`src/verilog/lcd_pin_pkg.sv`:
```
// Purpose: Shared constants and types for the panel pin mapper
// Assumes: One clock domain, no software-visible registers
// Notes:   Mode codes are enumerated, field positions are localparams
package lcd_pin_pkg;

   // ****************************************
   // Panel modes
   // ****************************************
   typedef enum logic [3:0] {
      MODE_MONO4_SINGLE,
      MODE_MONO4_DUAL,
      MODE_MONO8_SINGLE,
      MODE_MONO8_DUAL,
      MODE_COLOR_SINGLE,
      MODE_COLOR_DUAL,
      MODE_TFT_555I,
      MODE_TFT_565,
      MODE_TFT_16BIT,
      MODE_DD_TFT
   } panel_mode_type;

   // ****************************************
   // Widths and field positions
   // ****************************************
   localparam int DATA_W        = 18;
   localparam int PIXEL_W       = 16;
   localparam int STN_W         = 8;
   localparam int RED_LSB       = 0;
   localparam int GREEN_LSB     = 5;
   localparam int BLUE_LSB      = 11;
   localparam int RED_PIN_LSB   = 1;
   localparam int GREEN_PIN_LSB = 7;
   localparam int BLUE_PIN_LSB  = 13;
   localparam int LOWER_PIN_LSB = 8;
   localparam int PS_PIN        = 6;
   localparam int REV_PIN       = 12;

   // ****************************************
   // Reset values
   // ****************************************
   localparam logic [DATA_W-1:0] DATA_RST = 18'h00000;
   localparam logic              CTRL_RST = 1'b0;

endpackage

```
`src/verilog/lcd_pix_if.sv`:
```
// Purpose: Carries one mapped pixel word plus control functions between modules
// Assumes: Single clock, combinational path from mapper to top
// Notes:   Top module registers every field before it leaves the block
`timescale 1ns/1ps
interface lcd_pix_if;
   logic [17:0] data;        // Mapped data lines
   logic        frame_fn;    // Frame or row reset function
   logic        supply_fn;   // Supply enable or gate clock
   logic        enable_fn;   // Data enable or line start
   logic        ps_drive;    // Power save shares data line 6
   logic        rev_drive;   // Reverse shares data line 12

   modport src (output data, frame_fn, supply_fn, enable_fn, ps_drive, rev_drive);
   modport dst (input  data, frame_fn, supply_fn, enable_fn, ps_drive, rev_drive);
endinterface
```
`src/verilog/lcd_bit_router.sv`:
```
// Purpose: Combinational routing of pixel bits and control functions to panel lines
// Assumes: Inputs arrive unregistered; the top module registers the outputs
// Notes:   Colour order must be red-low; blue-low order is not remapped here
`timescale 1ns/1ps
module lcd_bit_router (
   input  wire logic [3:0]  mode,             // Panel mode code
   input  wire logic [15:0] pixel,            // Upper or TFT pixel word
   input  wire logic [7:0]  lower,            // Lower panel STN data
   input  wire logic        frame_in,         // Frame or vsync pulse
   input  wire logic        row_reset_in,     // Row display reset, direct drive
   input  wire logic        supply_in,        // Supply enable request
   input  wire logic        gate_clk_in,      // Gate driver clock, direct drive
   input  wire logic        de_in,            // Data enable or AC bias
   input  wire logic        spl_in,           // Line start left, direct drive
   input  wire logic        ps_in,            // Power save level
   input  wire logic        rev_in,           // Reverse level
   lcd_pix_if.src           pins              // Mapped result
);

   // ****************************************
   // Data line mapping per mode
   // ****************************************
   always_comb begin
      pins.data = lcd_pin_pkg::DATA_RST;
      case (lcd_pin_pkg::panel_mode_type'(mode))
         lcd_pin_pkg::MODE_MONO4_SINGLE: begin
            pins.data[3:0] = pixel[3:0];
         end
         lcd_pin_pkg::MODE_MONO4_DUAL: begin
            pins.data[3:0] = pixel[3:0];
            pins.data[11:8] = lower[3:0];
         end
         lcd_pin_pkg::MODE_MONO8_SINGLE, lcd_pin_pkg::MODE_COLOR_SINGLE: begin
            pins.data[7:0] = pixel[7:0];
         end
         lcd_pin_pkg::MODE_MONO8_DUAL, lcd_pin_pkg::MODE_COLOR_DUAL: begin
            pins.data[7:0] = pixel[7:0];
            pins.data[15:8] = lower;
         end
         lcd_pin_pkg::MODE_TFT_555I: begin
            // One intensity bit feeds all three colours, taken from bit 15
            pins.data[5:1]   = pixel[4:0];
            pins.data[11:7]  = pixel[9:5];
            pins.data[17:13] = pixel[14:10];
            pins.data[0]     = pixel[15];
         end
         lcd_pin_pkg::MODE_TFT_565, lcd_pin_pkg::MODE_DD_TFT: begin
            // Pixel word: red[4:0], green[10:5], blue[15:11]
            pins.data[5:1]   = pixel[4:0];
            pins.data[11:7]  = pixel[9:5];
            pins.data[13]    = pixel[10];
            pins.data[17:14] = pixel[14:11];
            pins.data[0]     = pixel[15];
         end
         lcd_pin_pkg::MODE_TFT_16BIT: begin
            pins.data[5:1]   = pixel[4:0];
            pins.data[11:7]  = pixel[9:5];
            pins.data[17:13] = pixel[14:10];
            pins.data[0]     = pixel[15];
         end
         default: begin
            pins.data = lcd_pin_pkg::DATA_RST;
         end
      endcase
   end

   // ****************************************
   // Shared control pins
   // ****************************************
   always_comb begin
      if (lcd_pin_pkg::panel_mode_type'(mode) == lcd_pin_pkg::MODE_DD_TFT) begin
         pins.frame_fn  = row_reset_in;
         pins.supply_fn = gate_clk_in;
         pins.enable_fn = spl_in;
         pins.ps_drive  = ps_in;
         pins.rev_drive = rev_in;
      end else begin
         pins.frame_fn  = frame_in;
         pins.supply_fn = supply_in;
         pins.enable_fn = de_in;
         pins.ps_drive  = lcd_pin_pkg::CTRL_RST;
         pins.rev_drive = lcd_pin_pkg::CTRL_RST;
      end
   end

endmodule // lcd_bit_router

```
`src/verilog/lcd_panel_pin_mapper.sv`:
```
// Purpose: Output mapping stage that places pixel and timing functions on panel pins
// Assumes: Pixel pipeline and timing generator are synchronous to clk_sys
// Notes:   All outputs registered; one cycle latency from inputs to pins
// Assumes: Software keeps colour order select clear in TFT modes
// Notes:   Direct drive lends data lines 6 and 12 to power save and reverse
// Notes:   Codes 10 to 15 leave every data line low
//
// Summary of operation
// - Mono STN upper bits go on data lines 3..0 (4-bit) or 7..0 (8-bit), single or dual.
// - Mono dual STN lower bits go on lines 11..8 (4-bit) or 15..8 (8-bit); single leaves them.
// - Colour STN upper eight bits go on lines 7..0, bit n on line n.
// - Colour dual STN lower eight bits go on lines 15..8, bit n on line n+8.
// - TFT 5:5:5+I puts red on 5..1, green on 11..7, blue on 17..13, intensity on 0.
// - TFT 5:6:5 puts red on 5..1, green 4..0 on 11..7, green5 on 13, blue 3..0 on 17..14, blue4 on 0.
// - The 5:5:5+I intensity is a single bit common to all three colours.
// - One pin carries frame pulse or vsync, or the row display reset in direct-drive TFT.
// - The line pulse output carries line or horizontal sync in every mode.
// - One pin is supply enable, or the gate driver clock in direct-drive TFT.
// - One pin is data enable or AC bias, or the left line start in direct-drive TFT.
// - Power save appears only in direct-drive TFT, else that pin is data line 6.
// - Panel reverse appears only in direct-drive TFT, else that pin is data line 12.
`timescale 1ns/1ps
module lcd_panel_pin_mapper (
   input  wire logic        clk_sys,                 // System clock, 25 MHz
   input  wire logic        arst_n,                  // Async reset, active low
   input  wire logic [3:0]  panel_mode,              // Panel mode code
   input  wire logic        colour_order_select,     // Must stay 0 for TFT mappings
   input  wire logic [15:0] pixel_upper,             // Upper or TFT pixel word
   input  wire logic [7:0]  pixel_lower,             // Lower panel STN data
   input  wire logic        frame_pulse_in,          // Frame or vsync from timing
   input  wire logic        row_display_reset_in,    // Row reset, direct drive
   input  wire logic        line_pulse_in,           // Line or hsync from timing
   input  wire logic        supply_enable_in,        // Supply enable request
   input  wire logic        gate_driver_clock_in,    // Gate clock, direct drive
   input  wire logic        data_enable_in,          // Data enable or AC bias
   input  wire logic        line_start_left_in,      // Line start left, direct drive
   input  wire logic        power_save_in,           // Power save level
   input  wire logic        reverse_in,              // Reverse level
   input  wire logic        pixel_clock_in,          // Internal panel clock level
   input  wire logic        external_panel_clock_in, // External clock pin level
   input  wire logic        external_clock_select,   // 1 selects external clock
   output logic [17:0]      panel_data,              // Panel data lines
   output logic             frame_pulse_out,         // Frame, vsync or row reset
   output logic             line_pulse_out,          // Line or hsync pulse
   output logic             panel_supply_enable,     // Supply enable or gate clock
   output logic             panel_data_enable,       // Data enable or line start
   output logic             panel_power_save,        // Power save, direct drive
   output logic             panel_reverse,           // Reverse, direct drive
   output logic             panel_data_clock,        // Panel data clock
   output logic             order_error              // Colour order set in TFT mode
);

   // ****************************************
   // Mode decode helpers
   // ****************************************
   // Direct drive hands the shared control pins to the row and column drivers
   function automatic logic is_direct_drive(input logic [3:0] mode);
      return lcd_pin_pkg::panel_mode_type'(mode) == lcd_pin_pkg::MODE_DD_TFT;
   endfunction

   // TFT mappings run from 5:5:5+I up to direct drive
   function automatic logic is_tft(input logic [3:0] mode);
      logic above_low;
      logic below_high;
      above_low  = mode >= 4'(lcd_pin_pkg::MODE_TFT_555I);
      below_high = mode <= 4'(lcd_pin_pkg::MODE_DD_TFT);
      return above_low && below_high;
   endfunction

   // ****************************************
   // Reset release synchroniser
   // ****************************************
   // Two-stage release chain
   logic rst_meta_d;
   logic rst_meta_q;
   logic rst_sync_d;
   logic rst_sync_q;

   // Only the second stage reads the first
   always_comb begin
      rst_meta_d = 1'b1;
      rst_sync_d = rst_meta_q;
   end

   // Release through two stages to avoid a metastable deassertion
   always_ff @(posedge clk_sys or negedge arst_n) begin
      if (!arst_n) begin
         rst_meta_q <= 1'b0;
         rst_sync_q <= 1'b0;
      end else begin
         rst_meta_q <= rst_meta_d;
         rst_sync_q <= rst_sync_d;
      end
   end

   // ****************************************
   // Routing
   // ****************************************
   // Router is purely combinational; all timing comes from the flops below
   lcd_pix_if route ();

   lcd_bit_router u_router (
      .mode         (panel_mode),
      .pixel        (pixel_upper),
      .lower        (pixel_lower),
      .frame_in     (frame_pulse_in),
      .row_reset_in (row_display_reset_in),
      .supply_in    (supply_enable_in),
      .gate_clk_in  (gate_driver_clock_in),
      .de_in        (data_enable_in),
      .spl_in       (line_start_left_in),
      .ps_in        (power_save_in),
      .rev_in       (reverse_in),
      .pins         (route.src)
   );

   // ****************************************
   // Output stage next values
   // ****************************************
   // Next values
   logic [17:0] data_d;
   logic        frame_d;
   logic        line_d;
   logic        supply_d;
   logic        enable_d;
   logic        ps_d;
   logic        rev_d;
   logic        dclk_d;
   logic        err_d;

   // Registered values
   logic [17:0] data_q;
   logic        frame_q;
   logic        line_q;
   logic        supply_q;
   logic        enable_q;
   logic        ps_q;
   logic        rev_q;
   logic        dclk_q;
   logic        err_q;
   logic        dd_mode;
   logic        tft_mode;

   // Mode flags shared by the data and flag groups
   always_comb begin
      dd_mode  = is_direct_drive(panel_mode);
      tft_mode = is_tft(panel_mode);
   end

   // Shared data lines give way to power save and reverse in direct drive
   always_comb begin
      data_d = route.data;
      if (dd_mode) begin
         data_d[lcd_pin_pkg::PS_PIN]  = 1'b0;
         data_d[lcd_pin_pkg::REV_PIN] = 1'b0;
      end
   end

   // Control functions as picked per mode by the router; line pulse comes straight from its input
   always_comb begin
      ps_d     = route.ps_drive;
      rev_d    = route.rev_drive;
      frame_d  = route.frame_fn;
      line_d   = line_pulse_in;
      supply_d = route.supply_fn;
      enable_d = route.enable_fn;
   end

   // Clock is a sampled level, so it toggles at most at half clk_sys
   // A true clock mux needs a glitch-free cell; sampling trades rate for safety
   always_comb begin
      dclk_d = external_clock_select ? external_panel_clock_in
                                     : pixel_clock_in;
      // Flag only; reversed colour order is not remapped
      err_d  = tft_mode && colour_order_select;
   end

   // ****************************************
   // Output registers
   // ****************************************
   // Every pin idles low while the release chain holds reset
   always_ff @(posedge clk_sys or negedge rst_sync_q) begin
      if (!rst_sync_q) begin
         data_q   <= lcd_pin_pkg::DATA_RST;
         frame_q  <= lcd_pin_pkg::CTRL_RST;
         line_q   <= lcd_pin_pkg::CTRL_RST;
         supply_q <= lcd_pin_pkg::CTRL_RST;
         enable_q <= lcd_pin_pkg::CTRL_RST;
         ps_q     <= lcd_pin_pkg::CTRL_RST;
         rev_q    <= lcd_pin_pkg::CTRL_RST;
         dclk_q   <= lcd_pin_pkg::CTRL_RST;
         err_q    <= lcd_pin_pkg::CTRL_RST;
      end else begin
         data_q   <= data_d;
         frame_q  <= frame_d;
         line_q   <= line_d;
         supply_q <= supply_d;
         enable_q <= enable_d;
         ps_q     <= ps_d;
         rev_q    <= rev_d;
         dclk_q   <= dclk_d;
         err_q    <= err_d;
      end
   end

   // ****************************************
   // Pin drivers
   // ****************************************
   // Straight from the output flops
   assign panel_data          = data_q;
   assign frame_pulse_out     = frame_q;
   assign line_pulse_out      = line_q;
   assign panel_supply_enable = supply_q;
   assign panel_data_enable   = enable_q;
   assign panel_power_save    = ps_q;
   assign panel_reverse       = rev_q;
   assign panel_data_clock    = dclk_q;
   assign order_error         = err_q;

endmodule // lcd_panel_pin_mapper

```
`config.mk`:
```
export PLATFORM = sky130hd
export DESIGN_NAME = lcd_panel_pin_mapper
export DESIGN_NICKNAME = d
export VERILOG_FILES = /design/src/verilog/lcd_pin_pkg.sv /design/src/verilog/lcd_pix_if.sv /design/src/verilog/lcd_bit_router.sv /design/src/verilog/lcd_panel_pin_mapper.sv
export SDC_FILE = /design/constraint.sdc
export NUM_CORES = 1
export LEC_CHECK = 0
export ABC_AREA = 1
export BUFFER_PORTS_ARGS = -buffer_cell sky130_fd_sc_hd__buf_4
export CORE_AREA = 2 2 58 60
export DETAILED_ROUTE_END_ITERATION = 10
export DIE_AREA = 0 0 60 62
export GPL_TIMING_DRIVEN = 0
export PLACE_DENSITY = 0.71
export SYNTH_ARGS = -nofsm -noshare
export SYNTH_HDL_FRONTEND = slang
export SYNTH_SLANG_ARGS = --single-unit
```
`constraint.sdc`:
```
create_clock -name clk_sys -period 0.89 [get_ports clk_sys]
set_input_delay 0.178 -clock clk_sys [delete_from_list [all_inputs] [get_ports clk_sys]]
set_output_delay 0.178 -clock clk_sys [all_outputs]
set_load 0.05 [all_outputs]
```
Word level (Yosys, flattened, before mapping)
Cells that the tools add are included.

cells by class
  order comparisons = 2
  equality and inequality tests = 9
  muxes and demuxes = 16
  reductions and logical operators = 8

operators by type and width
  operator            number
  $eq 4x3->1 const B  4
  $pmux 4 s2          2
  $mux 1              10
  $eq 4x2->1 const B  2
  $eq 4x4->1 const B  2
  $reduce_or 4->1     2
  $pmux 3 s2          1
  $reduce_or 6->1     1
  $eq 4x1->1 const B  1
  $ge 4x3->1 const B  1
  $le 4x4->1 const B  1
  $logic_not 4->1     1
  $pmux 2 s2          1
  $reduce_or 3->1     1
  $logic_and 1x1->1   2
  $mux 2              1
  $pmux 1 s2          1
  $reduce_or 2->1     1

word-level totals
  bits in registers = 28
  output and inout bits = 26

Depth between registers and ports, before layout
  depth after elaboration = 4
  gate-level depth with buffers = 5
  mapped depth without buffers = 5

Modules after synthesis
A second synthesis with hierarchy kept.

unflattened totals
  cells, all modules = 125
  area, all modules = 1,139.8 µm²

modules (own cells, without submodules)
  module                times used  cells each  area an instance (µm²)
  lcd_panel_pin_mapper  1           46          775.7
  lcd_bit_router        1           79          364.1

Least setup slack after synthesis
No wires, ideal clock.

  path type = flip-flop to output port
  from = register frame_q, in the netlist frame_pulse_out
  to = output port frame_pulse_out
  arrival = 0.586 ns
  required time = 0.712 ns
  path slack = 0.126 ns
  cell stages (with the launch flop) = 1
  path buffers = 0
  cells stage by stage = dfrtp_1

RTL lines
  item                    line                         text
  start, declared         lcd_panel_pin_mapper.sv:133  logic frame_q;
  start signal, assigned  lcd_panel_pin_mapper.sv:185  frame_q <= lcd_pin_pkg::CTRL_RST;
  start signal, assigned  lcd_panel_pin_mapper.sv:195  frame_q <= frame_d;
  end, declared           lcd_panel_pin_mapper.sv:43   output logic frame_pulse_out,

No word-level cell between the ends.

Worst setup path after layout
  from = register data_q[8], in the netlist panel_data[8]
  to = output port panel_data[8]

RTL lines
  item                    line                         text
  start, declared         lcd_panel_pin_mapper.sv:132  logic [17:0] data_q;
  start signal, assigned  lcd_panel_pin_mapper.sv:184  data_q <= lcd_pin_pkg::DATA_RST;
  start signal, assigned  lcd_panel_pin_mapper.sv:194  data_q <= data_d;
  end, declared           lcd_panel_pin_mapper.sv:42   output logic [17:0] panel_data,

No word-level cell between the ends.

==> key figures <==
Placement
  • Placed instance area: 0.001657 sq mm
  • Buffers on Ports: 68
  • Placer Congestion: 0.7639
  • Detail Placement HPWL: about 2100 um

Min path
  • Worst hold path type: primary input to flip-flop
  • WHS Path Cells: 3

Detailed routing
  • Met1 Wirelength: between 900 and 1000 um
  • Residual antenna-violating net count after detailed routing: 0
  • DR WL/cell: between 10 and 15 um
  • DR DRC count: 0
  • Met2 WL: between 1500 and 2000 um
  • Final WL: roughly 2800 um
  • Total via count in the routed design: just under 1000
  • 1st-pass router iterations: 5
  • Initial DRC count: 24
  • Max Used Layer: met4
  • Drt via density: ~4.3
  • WL met3: approximately 190 um

STA
  • Final Skew: 0.002133 ns
  • Max-slew violations: 0
  • Max Freq: between 0.9 and 1 GHz
  • Final hold viol count: 0
  • Final worst slack: -0.1776 ns
  • Min Hold Slack: 0.05468 ns
  • Unrepaired setup endpoints after global routing: true
  • Final Setup Violations: 26
  • Final worst-path cycle share: 1.200
  • Fin Setup TNS: -4.106 ns
  • Worst Tran Pin Value: about 0.55 ns
  • Worst slew margin: 0.6325
  • Minimum clock period: 1.068 ns

Layout
  • Most common cell after layout, fill and taps aside: buf_4
  • P&R area growth vs syn: 66.44%
  • Final instance area: between 0.0015 and 0.002 sq mm
  • Total Nets Final: 227
  • Share of cells above drive strength 1: 0.4481
  • Commonest non-fill, non-tap cells in the layout: 42 x buf_4, 33 x nand2_1, 28 x buf_6, 27 x dfrtp_1, 18 x nand3_1
  • ANT cells: 0
  • Fin util: 0.5699

Global route
  • Gr usage total: 0.1577
  • First-pass GRT wire length: 4326 um
  • Initial antenna violation count: 0
  • Remaining Overflow, GRT: 0
  • Number of global-route vias before repair: 1046
  • Pin count of the biggest net entering global routing: 27

Floorplan
  • Initial Util: 0.3424
  • Core area: ~0.0032 sq mm
  • Die area: 0.003720 sq mm
  • Cell Rows: 21
  • Ports: just under 70
  • Die Height: ~62 um
  • Die W: approximately 60 um

Power and ir drop
  • P_leak: about 1 nW
  • Worst vdd ir: roughly 0.00056 V
  • PD cells: between 1500 and 2000 mW/mm^2

Worst setup path
  • Worst path arrival time: 0.89 ns
  • Worst R2R Path Depth: 0
  • Cell family with most CP delay: flip-flops
  • Worst Path Buf+Inv: 1
  • CP max stage delay: between 0.4 and 0.5 ns
  • Slowest-stage cell, CP: dfrtp_1
  • Worst-path cell chain: buf_6
  • Instance count on the critical path: 1
  • CP max FO: 1
  • Critical Path End Type: output pin
  • Setup CP Type: flip-flop to output pin
  • Critical Path Start Type: flip-flop
  • Req. time, crit path: around 0.71 ns

Yosys
  • Cells after synthesis: approximately 110
  • Yosys cell types: 16
  • Yosys warning total: 0
  • Seq/Total Area, Yosys: 0.6437
  • Syn Nets: roughly 150
  • Top cell type's share of synthesized area: 0.6437
  • Syn avg cell area: 9.987 sq um
  • Synth area leader: dfrtp_1
  • Synth top area cells: dfrtp_1 64%, nand2_1 11%, nand3_1 8.3%, nor2_1 3.1%, inv_1 2.4%
  • Mapped Area: 0.001089 sq mm
  • Post-synthesis register bit count: 28

Flow run
  • Maxcap violations: 0

CTS
  • Num Clock Sinks: 28
  • Clk pin slew, worst setup/hold paths: between 0.1 and 0.15 ns
  • CTS tree: done
  • CTS H-tree lvls: 1
  • Worst skew pair latency: 0.31 ns
  • CTS Buf Count: 3
  • CTS root buf: clkbuf_4
  • Clk buf depth: 2

Outcome
  • Status: finished, violations left
  • Failing checks: negative setup slack
## state kept, by name, indices dropped and copies added, names as in the netlist
| register | count |
|---|---|
| rst_sync_q | 1 |
| panel_data_enable | 1 |
| panel_reverse | 1 |
| rst_meta_q | 1 |
| panel_data | 18 |
| panel_supply_enable | 1 |
| order_error | 1 |
| frame_pulse_out | 1 |
| panel_power_save | 1 |
| line_pulse_out | 1 |
| panel_data_clock | 1 |
## metrics by stage
stage	std cells	worst slack, ns	total power [mW]
4_1_cts	229	-0.1984	2.888
5_1_grt	229	-0.2371	3.000
6_report	229	-0.1776	2.845
3_3_place_gp	223	-0.1950	2.187
2_1_floorplan	109	0.05386	1.858
3_5_place_dp	223	-0.2532	2.202
## where the power goes
| group | switching (mW) | internal, mW | total, mW | leakage [nW] |
|---|---|---|---|---|
| Sequential | 0.0620 | 1.36 | 1.42 | 0.352 |
| Combinational | 0.484 | 0.343 | 0.827 | 0.612 |
| Clock | 0.347 | 0.250 | 0.597 | 0.0210 |
| Total | 0.893 | 1.95 | 2.84 | 0.985 |
## routing by layer
metal / vias up / global-route usage
li1: 492 / -
met2: 46 / 0.2966
met1: 453 / 0.1636
met4: 0 / 0.1079
met3: 4 / 0.01863
met5: - / 0
## synthesized netlist by cell type
library cell and n:
dfrtp_1 28, nand3_1 18, nand2_2 1, nor2_4 1
a21oi_2 1, nand4_1 3, nand2_4 1, mux2_2 1
nor3b_1 1, nor2_1 9, inv_2 1, buf_6 2
conb_1 1, nand2_1 33, inv_1 7, o21ai_2 1
## what timing repair did
item	4_1_cts	5_1_grt
hold endpoints to repair	3	0
hold buffers	2	0
buffers inserted	0	0
resized for setup	27	0
endpoints found under the setup margin	52	26
## cells by family (layout without fill, tap and decap cells)
kind of cell    count (synthesis)  after routing  synth area share
other cells                     1              1          0.003445
flops                          28             28            0.6437
simple gates                   67             67            0.2782
mux                             1              1           0.01034
buf+inv                        10             84           0.04828
compound gates                  2              2           0.01609
## layout make-up
type	instances	area (sq um)
sequential	28	701.9
clock buffer	4	36.28
multi-input combinational	71	335.3
tap	46	57.56
inverter	8	30.03
fill	277	1368
timing repair buffer	70	628.1
buffer	2	22.52
## worst paths after layout
kind                            slack [ns]                       end                     from
worst max-delay path                 -0.18             panel_data[8]  panel_data[8]$_DFF_PN0_
worst min-delay path                  0.05   panel_data[8]$_DFF_PN0_           pixel_lower[0]
worst max register to register        0.26  panel_data[14]$_DFF_PN0_     rst_sync_q$_DFF_PN0_
worst min register to register        0.27   panel_data[0]$_DFF_PN0_     rst_sync_q$_DFF_PN0_
max in group asynchronous             0.26  panel_data[14]$_DFF_PN0_     rst_sync_q$_DFF_PN0_
min in group asynchronous             0.16      rst_sync_q$_DFF_PN0_                   arst_n
Power figures use the tool's default switching activity.
